`src/rtl/tc_accept_pkg.sv`:
```
package tc_accept_pkg;

    // Header layout, first transmitted bit is the MSB of hdr
    typedef struct packed {
        logic [1:0] version;
        logic       bypass;
        logic       control;
        logic [1:0] resv_a;
        logic [9:0] scid;
        logic [5:0] vcid;
        logic [1:0] resv_b;
        logic [7:0] length;
        logic [7:0] seq;
    } tc_header_t;

    // Clean frame: header and first three data octets
    typedef struct packed {
        tc_header_t hdr;
        logic [7:0] data0;
        logic [7:0] data1;
        logic [7:0] data2;
        logic [2:0] channel;
    } tc_frame_t;

    // Periodic acceptance report
    typedef struct packed {
        logic [7:0] expected_seq;
        logic       lockout;
        logic       wait_flag;
        logic       retransmit;
        logic [1:0] bypass_count;
    } clcw_report_t;

    typedef enum logic [1:0] {
        ST_OPEN,
        ST_WAIT,
        ST_LOCKOUT
    } farm_state_t;

    // Control command encodings
    localparam logic [7:0] CMD_UNLOCK     = 8'h00;
    localparam logic [7:0] CMD_SETSEQ_0   = 8'h82;
    localparam logic [7:0] CMD_SETSEQ_1   = 8'h00;
    // Length field is total octets minus one: 5 header + data + 2 check
    localparam logic [7:0] LEN_UNLOCK     = 8'h07;
    localparam logic [7:0] LEN_SETSEQ     = 8'h09;
    localparam logic [7:0] SEQ_ZERO       = 8'h00;

    // APB map
    localparam logic [11:0] ADDR_CFG      = 12'h000;
    localparam logic [11:0] ADDR_WIN      = 12'h004;
    localparam logic [11:0] ADDR_STATUS   = 12'h008;

    // CFG field positions
    localparam int CFG_VER_LSB   = 0;
    localparam int CFG_RSA_LSB   = 2;
    localparam int CFG_RSB_LSB   = 4;
    localparam int CFG_VCID_LSB  = 6;
    localparam int CFG_SCID_LSB  = 12;
    // WIN field positions
    localparam int WIN_PW_LSB    = 0;
    localparam int WIN_NW_LSB    = 8;
    // STATUS field positions
    localparam int ST_VR_LSB     = 0;
    localparam int ST_STATE_LSB  = 8;
    localparam int ST_LOCK_BIT   = 10;
    localparam int ST_WAIT_BIT   = 11;
    localparam int ST_RETX_BIT   = 12;
    localparam int ST_BCNT_LSB   = 13;
    localparam int ST_FULL_BIT   = 15;
    localparam int ST_IDX_BIT    = 16;
    localparam int ST_CHAN_LSB   = 17;

    // Reset values of the configuration words
    localparam logic [1:0] RST_VERSION = 2'h0;
    localparam logic [1:0] RST_RESV    = 2'h0;
    localparam logic [9:0] RST_SCID    = 10'h000;
    localparam logic [5:0] RST_VCID    = 6'h00;
    localparam logic [7:0] RST_PW      = 8'h0a;
    localparam logic [7:0] RST_NW      = 8'h0a;
    localparam logic [7:0] RST_VR      = 8'h00;

endpackage

```
`src/rtl/tc_frame_acceptance.sv`:
```
// Implementation choices: the placing of the registers and the APB interface to the registers.
`timescale 1ns/10ps
// Summary of operation
// Version, reserved fields and spacecraft ID match configuration.
// Channel ID LSB inverted when the invert input is 1.
// Bypass 0, control 1 fails validation.
// Control frames carry unlock or set-sequence, else fail.
// Control and bypass data frames need sequence zero.
// Legal frames go to the machine; others are dropped.
// States Open, Wait, Lockout; flags follow state.
// Two-bit wrapping counter counts bypass and control frames.
// Sequenced frame outside both windows is out of window.
// Out-of-window frame is discarded and forces Lockout.
// Frame ahead inside positive window sets retransmit.
// Negative-window frame is discarded, nothing else.
// Accepted sequenced frame buffered only when buffer empty.
// Bypass data always buffered, aborting old data.
// Bypass data moves Wait to Open.
// Lockout drops sequenced frames, takes bypass data.
// Unlock counts, clears retransmit and opens.
// Set-sequence loads expected number, opens; Lockout only counts.
// Release clears wait: Wait to Open, Lockout stays.
// Delivered expected-sequence frame clears retransmit.
// Report shows expected number, flags, counter.
// Outputs show buffer index and buffered channel.
// Unlock is 00h; set-sequence is 82h, 00h, number.
// Flags: 00 sequenced, 01 illegal, 10 bypass data, 11 control.
// Header widths in order: 2,1,1,2,10,6,2,8,8.
// Expected frame delivered when buffer free; numbers wrap mod 256.
// Full buffer refuses expected frame: retransmit, Open to Wait.
module tc_frame_acceptance #(
    parameter logic [7:0] POS_WIDTH_DEFAULT = tc_accept_pkg::RST_PW,
    parameter logic [7:0] NEG_WIDTH_DEFAULT = tc_accept_pkg::RST_NW
) (
    input  wire logic                     pclk,
    input  wire logic                     presetn,
    input  wire logic                     psel,
    input  wire logic                     penable,
    input  wire logic                     pwrite,
    input  wire logic [11:0]              paddr,
    input  wire logic [31:0]              pwdata,
    output logic      [31:0]              prdata,
    output logic                          pready,
    output logic                          pslverr,
    input  wire logic                     channel_id_lsb_invert,
    input  wire tc_accept_pkg::tc_frame_t frame_in,
    input  wire logic                     frame_strobe,
    input  wire logic                     buffer_release,
    input  wire logic                     clcw_report_time,
    output tc_accept_pkg::clcw_report_t   clcw_out,
    output logic                          clcw_valid,
    output logic                          new_data_out,
    output logic                          abort_out,
    output logic                          frame_rejected,
    output logic [7:0]                    buffered_seq_out,
    output logic                          backend_buffer_index_out,
    output logic [2:0]                    buffered_channel_number_out
);
    import tc_accept_pkg::*;

    ////////////////////////////////////////
    // Configuration and state storage

    logic [1:0]   cfg_version_ff;
    logic [1:0]   cfg_resv_a_ff;
    logic [1:0]   cfg_resv_b_ff;
    logic [5:0]   cfg_vcid_ff;
    logic [9:0]   cfg_scid_ff;
    logic [7:0]   pos_window_width_ff;
    logic [7:0]   negative_window_width_ff;
    farm_state_t  state_ff;
    farm_state_t  nxt_state;
    logic         retx_ff;
    logic         nxt_retx;
    logic [1:0]   bypass_frame_counter_ff;
    logic [1:0]   nxt_bypass_cnt;
    logic [7:0]   vr_ff;
    logic [7:0]   nxt_vr;
    logic         buf_full_ff;
    logic         nxt_buf_full;
    logic         deliver;
    logic         abort_req;
    logic         reject;

    ////////////////////////////////////////
    // Legal frame validation, combinational so a frame acts in its own cycle

    logic [5:0] exp_vcid;
    logic       hdr_ok;
    logic       flags_ok;
    logic       is_ad;
    logic       is_bd;
    logic       is_bc;
    logic       cmd_unlock;
    logic       cmd_setseq;
    logic       cmd_ok;
    logic       seq_ok;
    logic       legal;

    // Redundant decoder pairs differ only in the channel ID LSB
    assign exp_vcid = {cfg_vcid_ff[5:1], cfg_vcid_ff[0] ^ channel_id_lsb_invert};

    assign hdr_ok = (frame_in.hdr.version == cfg_version_ff)
                  && (frame_in.hdr.resv_a == cfg_resv_a_ff)
                  && (frame_in.hdr.resv_b == cfg_resv_b_ff)
                  && (frame_in.hdr.scid == cfg_scid_ff)
                  && (frame_in.hdr.vcid == exp_vcid);

    // Flag decode
    assign is_ad    = !frame_in.hdr.bypass && !frame_in.hdr.control;
    assign is_bd    =  frame_in.hdr.bypass && !frame_in.hdr.control;
    assign is_bc    =  frame_in.hdr.bypass &&  frame_in.hdr.control;
    assign flags_ok = is_ad || is_bd || is_bc;

    // Length checked too, so trailing octets fail
    assign cmd_unlock = (frame_in.hdr.length == LEN_UNLOCK)
                      && (frame_in.data0 == CMD_UNLOCK);
    assign cmd_setseq = (frame_in.hdr.length == LEN_SETSEQ)
                      && (frame_in.data0 == CMD_SETSEQ_0)
                      && (frame_in.data1 == CMD_SETSEQ_1);
    assign cmd_ok     = !is_bc || cmd_unlock || cmd_setseq;
    assign seq_ok     = is_ad || (frame_in.hdr.seq == SEQ_ZERO);

    assign legal = frame_strobe && hdr_ok && flags_ok && cmd_ok && seq_ok;

    ////////////////////////////////////////
    // Sliding window classification, all differences modulo 256

    logic [7:0] ahead;
    logic [7:0] behind;
    logic       in_expected;
    logic       in_positive;
    logic       in_negative;

    assign ahead  = frame_in.hdr.seq - vr_ff;
    assign behind = vr_ff - frame_in.hdr.seq;
    assign in_expected = (ahead == 8'h00);
    // Positive part: PW-1 numbers above expected
    assign in_positive = !in_expected && (ahead < pos_window_width_ff);
    // Checked after positive, so overlaps favour positive
    assign in_negative = !in_expected && !in_positive
                       && (behind <= negative_window_width_ff);
    // Anything else lies in the lockout area

    ////////////////////////////////////////
    // Acceptance machine next-state logic

    always_comb begin
        nxt_state      = state_ff;
        nxt_retx       = retx_ff;
        nxt_bypass_cnt = bypass_frame_counter_ff;
        nxt_vr         = vr_ff;
        nxt_buf_full   = buf_full_ff;
        deliver        = 1'b0;
        abort_req      = 1'b0;
        reject         = frame_strobe && !legal;
        // Release frees the buffer before a same-cycle frame looks
        if (buffer_release) begin
            nxt_buf_full = 1'b0;
            if (state_ff == ST_WAIT) begin
                nxt_state = ST_OPEN;
            end
        end
        if (legal) begin
            if (is_ad) begin
                if (in_expected) begin
                    if (state_ff == ST_LOCKOUT) begin
                        nxt_state = ST_LOCKOUT;
                    end else if (!nxt_buf_full) begin
                        deliver      = 1'b1;
                        nxt_buf_full = 1'b1;
                        nxt_vr       = vr_ff + 8'h01;
                        nxt_retx     = 1'b0;
                    end else begin
                        nxt_retx  = 1'b1;
                        nxt_state = ST_WAIT;
                    end
                end else if (in_positive) begin
                    if (state_ff != ST_LOCKOUT) begin
                        nxt_retx = 1'b1;
                    end
                end else if (!in_negative) begin
                    nxt_state = ST_LOCKOUT;
                end
            end else if (is_bd) begin
                deliver        = 1'b1;
                abort_req      = nxt_buf_full;
                nxt_buf_full   = 1'b1;
                nxt_bypass_cnt = bypass_frame_counter_ff + 2'd1;
                if (state_ff == ST_WAIT) begin
                    nxt_state = ST_OPEN;
                end
            end else begin
                nxt_bypass_cnt = bypass_frame_counter_ff + 2'd1;
                if (cmd_unlock) begin
                    nxt_retx  = 1'b0;
                    nxt_state = ST_OPEN;
                end else if (state_ff != ST_LOCKOUT) begin
                    nxt_retx  = 1'b0;
                    nxt_vr    = frame_in.data2;
                    nxt_state = ST_OPEN;
                end
            end
        end
    end

    ////////////////////////////////////////
    // Acceptance machine state

    // Flags decode from state, so they never disagree
    always_ff @(posedge pclk or negedge presetn) begin
        if (!presetn) begin
            state_ff <= ST_OPEN;
        end else begin
            state_ff <= nxt_state;
        end
    end

    always_ff @(posedge pclk or negedge presetn) begin
        if (!presetn) begin
            retx_ff                 <= 1'b0;
            bypass_frame_counter_ff <= 2'd0;
        end else begin
            retx_ff                 <= nxt_retx;
            bypass_frame_counter_ff <= nxt_bypass_cnt;
        end
    end

    // Expected sequence number
    always_ff @(posedge pclk or negedge presetn) begin
        if (!presetn) begin
            vr_ff <= RST_VR;
        end else begin
            vr_ff <= nxt_vr;
        end
    end

    ////////////////////////////////////////
    // Back-end buffer handover

    // Index toggles per delivery so the reader tells buffers apart
    always_ff @(posedge pclk or negedge presetn) begin
        if (!presetn) begin
            buf_full_ff                 <= 1'b0;
            backend_buffer_index_out    <= 1'b0;
            buffered_channel_number_out <= 3'd0;
            buffered_seq_out            <= 8'h00;
        end else begin
            buf_full_ff <= nxt_buf_full;
            if (deliver) begin
                backend_buffer_index_out    <= !backend_buffer_index_out;
                buffered_channel_number_out <= frame_in.channel;
                buffered_seq_out            <= frame_in.hdr.seq;
            end
        end
    end

    // One-cycle event pulses to the layer above
    always_ff @(posedge pclk or negedge presetn) begin
        if (!presetn) begin
            new_data_out   <= 1'b0;
            abort_out      <= 1'b0;
            frame_rejected <= 1'b0;
        end else begin
            new_data_out   <= deliver;
            abort_out      <= abort_req;
            frame_rejected <= reject;
        end
    end

    ////////////////////////////////////////
    // Periodic report, a snapshot only

    always_ff @(posedge pclk or negedge presetn) begin
        if (!presetn) begin
            clcw_out   <= '0;
            clcw_valid <= 1'b0;
        end else begin
            clcw_valid <= clcw_report_time;
            if (clcw_report_time) begin
                clcw_out.expected_seq <= vr_ff;
                clcw_out.lockout      <= (state_ff == ST_LOCKOUT);
                clcw_out.wait_flag    <= (state_ff == ST_WAIT);
                clcw_out.retransmit   <= retx_ff;
                clcw_out.bypass_count <= bypass_frame_counter_ff;
            end
        end
    end

    ////////////////////////////////////////
    // APB slave

    logic        access;
    logic        hit_cfg;
    logic        hit_win;
    logic        hit_status;
    logic [31:0] rd_mux;

    assign access     = psel && penable && !pready;
    assign hit_cfg    = (paddr == ADDR_CFG);
    assign hit_win    = (paddr == ADDR_WIN);
    assign hit_status = (paddr == ADDR_STATUS);

    always_comb begin
        rd_mux = 32'h0000_0000;
        if (hit_cfg) begin
            rd_mux[CFG_VER_LSB +: 2]  = cfg_version_ff;
            rd_mux[CFG_RSA_LSB +: 2]  = cfg_resv_a_ff;
            rd_mux[CFG_RSB_LSB +: 2]  = cfg_resv_b_ff;
            rd_mux[CFG_VCID_LSB +: 6] = cfg_vcid_ff;
            rd_mux[CFG_SCID_LSB +: 10] = cfg_scid_ff;
        end else if (hit_win) begin
            rd_mux[WIN_PW_LSB +: 8] = pos_window_width_ff;
            rd_mux[WIN_NW_LSB +: 8] = negative_window_width_ff;
        end else if (hit_status) begin
            rd_mux[ST_VR_LSB +: 8]    = vr_ff;
            rd_mux[ST_STATE_LSB +: 2] = state_ff;
            rd_mux[ST_LOCK_BIT]       = (state_ff == ST_LOCKOUT);
            rd_mux[ST_WAIT_BIT]       = (state_ff == ST_WAIT);
            rd_mux[ST_RETX_BIT]       = retx_ff;
            rd_mux[ST_BCNT_LSB +: 2]  = bypass_frame_counter_ff;
            rd_mux[ST_FULL_BIT]       = buf_full_ff;
            rd_mux[ST_IDX_BIT]        = backend_buffer_index_out;
            rd_mux[ST_CHAN_LSB +: 3]  = buffered_channel_number_out;
        end
    end

    // One wait state; unmapped addresses error out
    always_ff @(posedge pclk or negedge presetn) begin
        if (!presetn) begin
            pready  <= 1'b0;
            pslverr <= 1'b0;
            prdata  <= 32'h0000_0000;
        end else begin
            pready  <= access;
            pslverr <= access && !(hit_cfg || hit_win || hit_status);
            if (access && !pwrite) begin
                prdata <= rd_mux;
            end
        end
    end

    // Writes land on the edge where pready is high
    always_ff @(posedge pclk or negedge presetn) begin
        if (!presetn) begin
            cfg_version_ff           <= RST_VERSION;
            cfg_resv_a_ff            <= RST_RESV;
            cfg_resv_b_ff            <= RST_RESV;
            cfg_vcid_ff              <= RST_VCID;
            cfg_scid_ff              <= RST_SCID;
            pos_window_width_ff      <= POS_WIDTH_DEFAULT;
            negative_window_width_ff <= NEG_WIDTH_DEFAULT;
        end else if (psel && penable && pready && pwrite) begin
            if (hit_cfg) begin
                cfg_version_ff <= pwdata[CFG_VER_LSB +: 2];
                cfg_resv_a_ff  <= pwdata[CFG_RSA_LSB +: 2];
                cfg_resv_b_ff  <= pwdata[CFG_RSB_LSB +: 2];
                cfg_vcid_ff    <= pwdata[CFG_VCID_LSB +: 6];
                cfg_scid_ff    <= pwdata[CFG_SCID_LSB +: 10];
            end
            if (hit_win) begin
                pos_window_width_ff      <= pwdata[WIN_PW_LSB +: 8];
                negative_window_width_ff <= pwdata[WIN_NW_LSB +: 8];
            end
        end
    end

endmodule

```
`config.mk`:
```
export PLATFORM = sky130hd
export DESIGN_NAME = tc_frame_acceptance
export DESIGN_NICKNAME = d
export VERILOG_FILES = /design/src/rtl/tc_accept_pkg.sv /design/src/rtl/tc_frame_acceptance.sv
export SDC_FILE = /design/constraint.sdc
export NUM_CORES = 1
export LEC_CHECK = 0
export BUFFER_PORTS_ARGS = -buffer_cell sky130_fd_sc_hd__buf_2
export CORE_MARGIN = 10
export CORE_UTILIZATION = 45
export CTS_BUF_LIST = sky130_fd_sc_hd__clkbuf_2
export CTS_CLUSTER_SIZE = 28
export DETAILED_ROUTE_END_ITERATION = 12
export MAX_ROUTING_LAYER = met4
export PLACE_DENSITY_LB_ADDON = 0.2
export SLEW_MARGIN = 15
export SYNTH_ARGS = -nofsm -noshare
export SYNTH_HDL_FRONTEND = slang
export SYNTH_SLANG_ARGS = --single-unit
```
`constraint.sdc`:
```
create_clock -name pclk -period 4.8 [get_ports pclk]
set_input_delay 0.24 -clock pclk [delete_from_list [all_inputs] [get_ports pclk]]
set_output_delay 0.24 -clock pclk [all_outputs]
set_load 0.05 [all_outputs]
```
==> results.txt <==
WP buf/inv: 2
Vias/cell: 5.30
Area Overhead vs Synth: 25.4%
PD cells: 220 nW/µm²
Die Ht: 136 µm
post-CTS sizing: 0
Multi-input gate area: 3130 µm²
Port Buf Inserts: 162
Initial Util: 0.458
Crit Path Class: reg -> reg
H-tree depth: 3
sequential area share after synthesis: 0.434
part of the power in registers: 0.554
Max Used Layer: met4
Die Area: 18500 µm²
Setup TNS: 0 ns
Worst-Margin Slew: 1.03 ns
WP data arrival: 4.35 ns
maximum vdd drop: 0.143 mV
LEAKAGE: 3.78 nW
commonest non-fill, non-tap cell in the layout: buf_2
Clock power frac: 0.214
antenna viol nets, final: 0
Inserted Diodes: 0
RSZ-0062 raised after global routing: no
post-DR wirelength/cell: 18.3 µm
Required @ worst endpoint: 5.35 ns
# setup viols final: 0
clock slew at reported path FFs: 0.28 ns
Max Clock Freq: 263 MHz
Clock Tree Root: clkbuf_2
row count: 42
CP Launch Type: register
worst-skew pair later-pin latency: 0.63 ns
Final Total Pwr: 1.67 mW
setup clock skew after layout: 0.0420 ns
max_cap viols: 0
Setup WS post-layout: 0.994 ns
I/O pin total: 183
clock tree buffer depth: 2
fill count: 1215
layout cells sized above 1: 0.311
commonest cells after routing, fill and taps aside: buf_2 (161), dfrtp_1 (101), nand2_1 (53)
violation count after the first detailed-routing iteration: 379
Slew Limit Fails: 0
utilization after layout: 0.575
Sw Ratio: 0.331
Fin. Hold Viols: 0
Synth Instances: 607
met3 WL post-DR: 1080 µm
pre-CTS WS: 1.05 ns
Total GRT Usage: 0.202
drt first pass iters: 5
net switching power: 0.554 mW
clock sink count: 105
grt total ovfl: 0
Worst setup EP type: register
vias post-DR: 5272
CP max stage cell: dfrtp_1
CP peak stage delay: 0.55 ns
Max FO, Critical Path: 6
synth unique cells: 60
syn_area_per_cell: 10.0 µm²
placed wire-length estimate: 14000 µm
status: completed
Comb power frac: 0.232
post-synthesis async set-or-reset flop share: 1.00
Synth Register Bits: 105
Max transition margin: 0.313
largest net degree at the start of global routing: 62
Remaining DRCs: 0
Yosys warnings: 0
Mapped Area: 6070 µm²
core outline area: 13200 µm²
Post-synth top flop: dfrtp_1
CTS tree: done
vias in the first global route: 5592
CP top delay family: compound AO/OA/AOI/OAI gates
GPL Wtd Cong: 0.876
WL met2: 9090 µm
Final Cycle Share: 0.793
Internal: 1.12 mW
Die X: 136 µm
worst hold slack: 0.102 ns
Hold Crit Class: in -> reg
Met1 Wirelength: 7760 µm
number of flops mapped to enable cells by yosys: 0
critical path, cell by cell: ha_1, inv_1, fa_1, a211oi_1, nor2_1, xnor2_1, inv_1, ha_1, nand2_1, nor3_1, a21oi_1, a311oi_1, nor3_1, mux2_2, a211o_1
minimum clock period: 3.81 ns
FF/Latch Area: 2630 µm²
routed wire length: 18200 µm
initial antenna violation count: 0
nets: 965
first-pass GRT wire length: 28900 µm
Inserted Clock Buffers: 9
-- kinds of logic after synthesis --
kind of cell               Yosys count  share of synthesized area
AOI/OAI and AO/OA                  135                      0.145
xor gates and xnor gates            36                     0.0520
adders and majority gates           32                     0.0685
buffers and inverters               75                     0.0579
DFF                                105                      0.434
muxes                               56                      0.108
other                                1                   0.000618
and+or+nand+nor                    167                      0.134
-- final cells by class --
class	count	area share
clock buffer	12	0.00789
tap	176	0.0289
inverter	39	0.0192
clock inverter	4	0.00296
multi-input combinational	436	0.412
sequential	105	0.346
timing repair buffer	222	0.183
-- flip-flops by register name, indices dropped and copies added, names as in the netlist, 2 cells and up --
name / cells
cfg_scid_ff: 10
pos_window_width_ff: 8
bypass_frame_counter_ff: 2
cfg_resv_a_ff: 2
negative_window_width_ff: 8
buffered_seq_out: 8
cfg_vcid_ff: 6
clcw_out: 13
state_ff: 2
vr_ff: 8
cfg_version_ff: 2
buffered_channel_number_out: 3
prdata: 22
cfg_resv_b_ff: 2
-- cells in the mapped netlist (all sizes together) (13+ instances only) --
cell / number / area [µm²]
a221oi: 17 / 149
mux2: 49 / 582
buf: 21 / 149
a21oi: 39 / 195
ha: 30 / 375
xnor2: 28 / 245
clkbuf: 15 / 56.3
nor2: 47 / 184
nand2: 53 / 199
o21ai: 35 / 175
dfrtp: 101 / 2530
inv: 39 / 146
nor3: 13 / 65.1
-- power groups by stage --
stage | clock (mW) | sequential, mW | combinational, mW
6_report | 0.359 | 0.928 | 0.388
3_3_place_gp | 0 | 0.942 | 0.350
2_1_floorplan | 0 | 1.04 | 0.131
3_5_place_dp | 0 | 0.943 | 0.357
4_1_cts | 0.371 | 0.929 | 0.390
5_1_grt | 0.411 | 0.933 | 0.420
-- worst register-to-register path, delay by kind of cell, from the launching register on --
family          cells  cell delay, ns
fa+ha+maj           3            0.90
simple gates        4            0.45
compound gates      4            1.15
mux                 1            0.27
xor+xnor            1            0.27
flops               1            0.55
buf+inv             2            0.13
-- worst paths after layout --
kind,startpoint,to,slack (ns),cells after the start
setup reg to reg,vr_ff[0],state_ff[0],0.99,15
max in group asynchronous,presetn,buffered_seq_out[3],3.52,3
hold / removal,pwrite,prdata[21],0.10,5
hold reg to reg,prdata[21],prdata[21],0.50,2
setup / recovery,vr_ff[0],state_ff[0],0.99,15
min in group asynchronous,presetn,buffered_channel_number_out[1],0.16,2
-- per-layer routing --
layer	up-vias	global-route usage
met4	0	0.0503
met5	-	-
met1	2553	0.239
met3	20	0.0494
met2	160	0.340
li1	2539	-
-- repair_timing --
| item | CTS | global route |
|---|---|---|
| hold buffers | 52 | 0 |
| setup buffers | 0 | 0 |
| hold endpoints to repair | 127 | 0 |
-- metrics by stage --
step	area, µm²	std cells
detailed placement	7000	926
CTS	7610	994
global placement	7000	926
global route	7610	994
floorplan	6100	616
finish	7610	994
No activity file was read; power rests on OpenSTA's default activity.
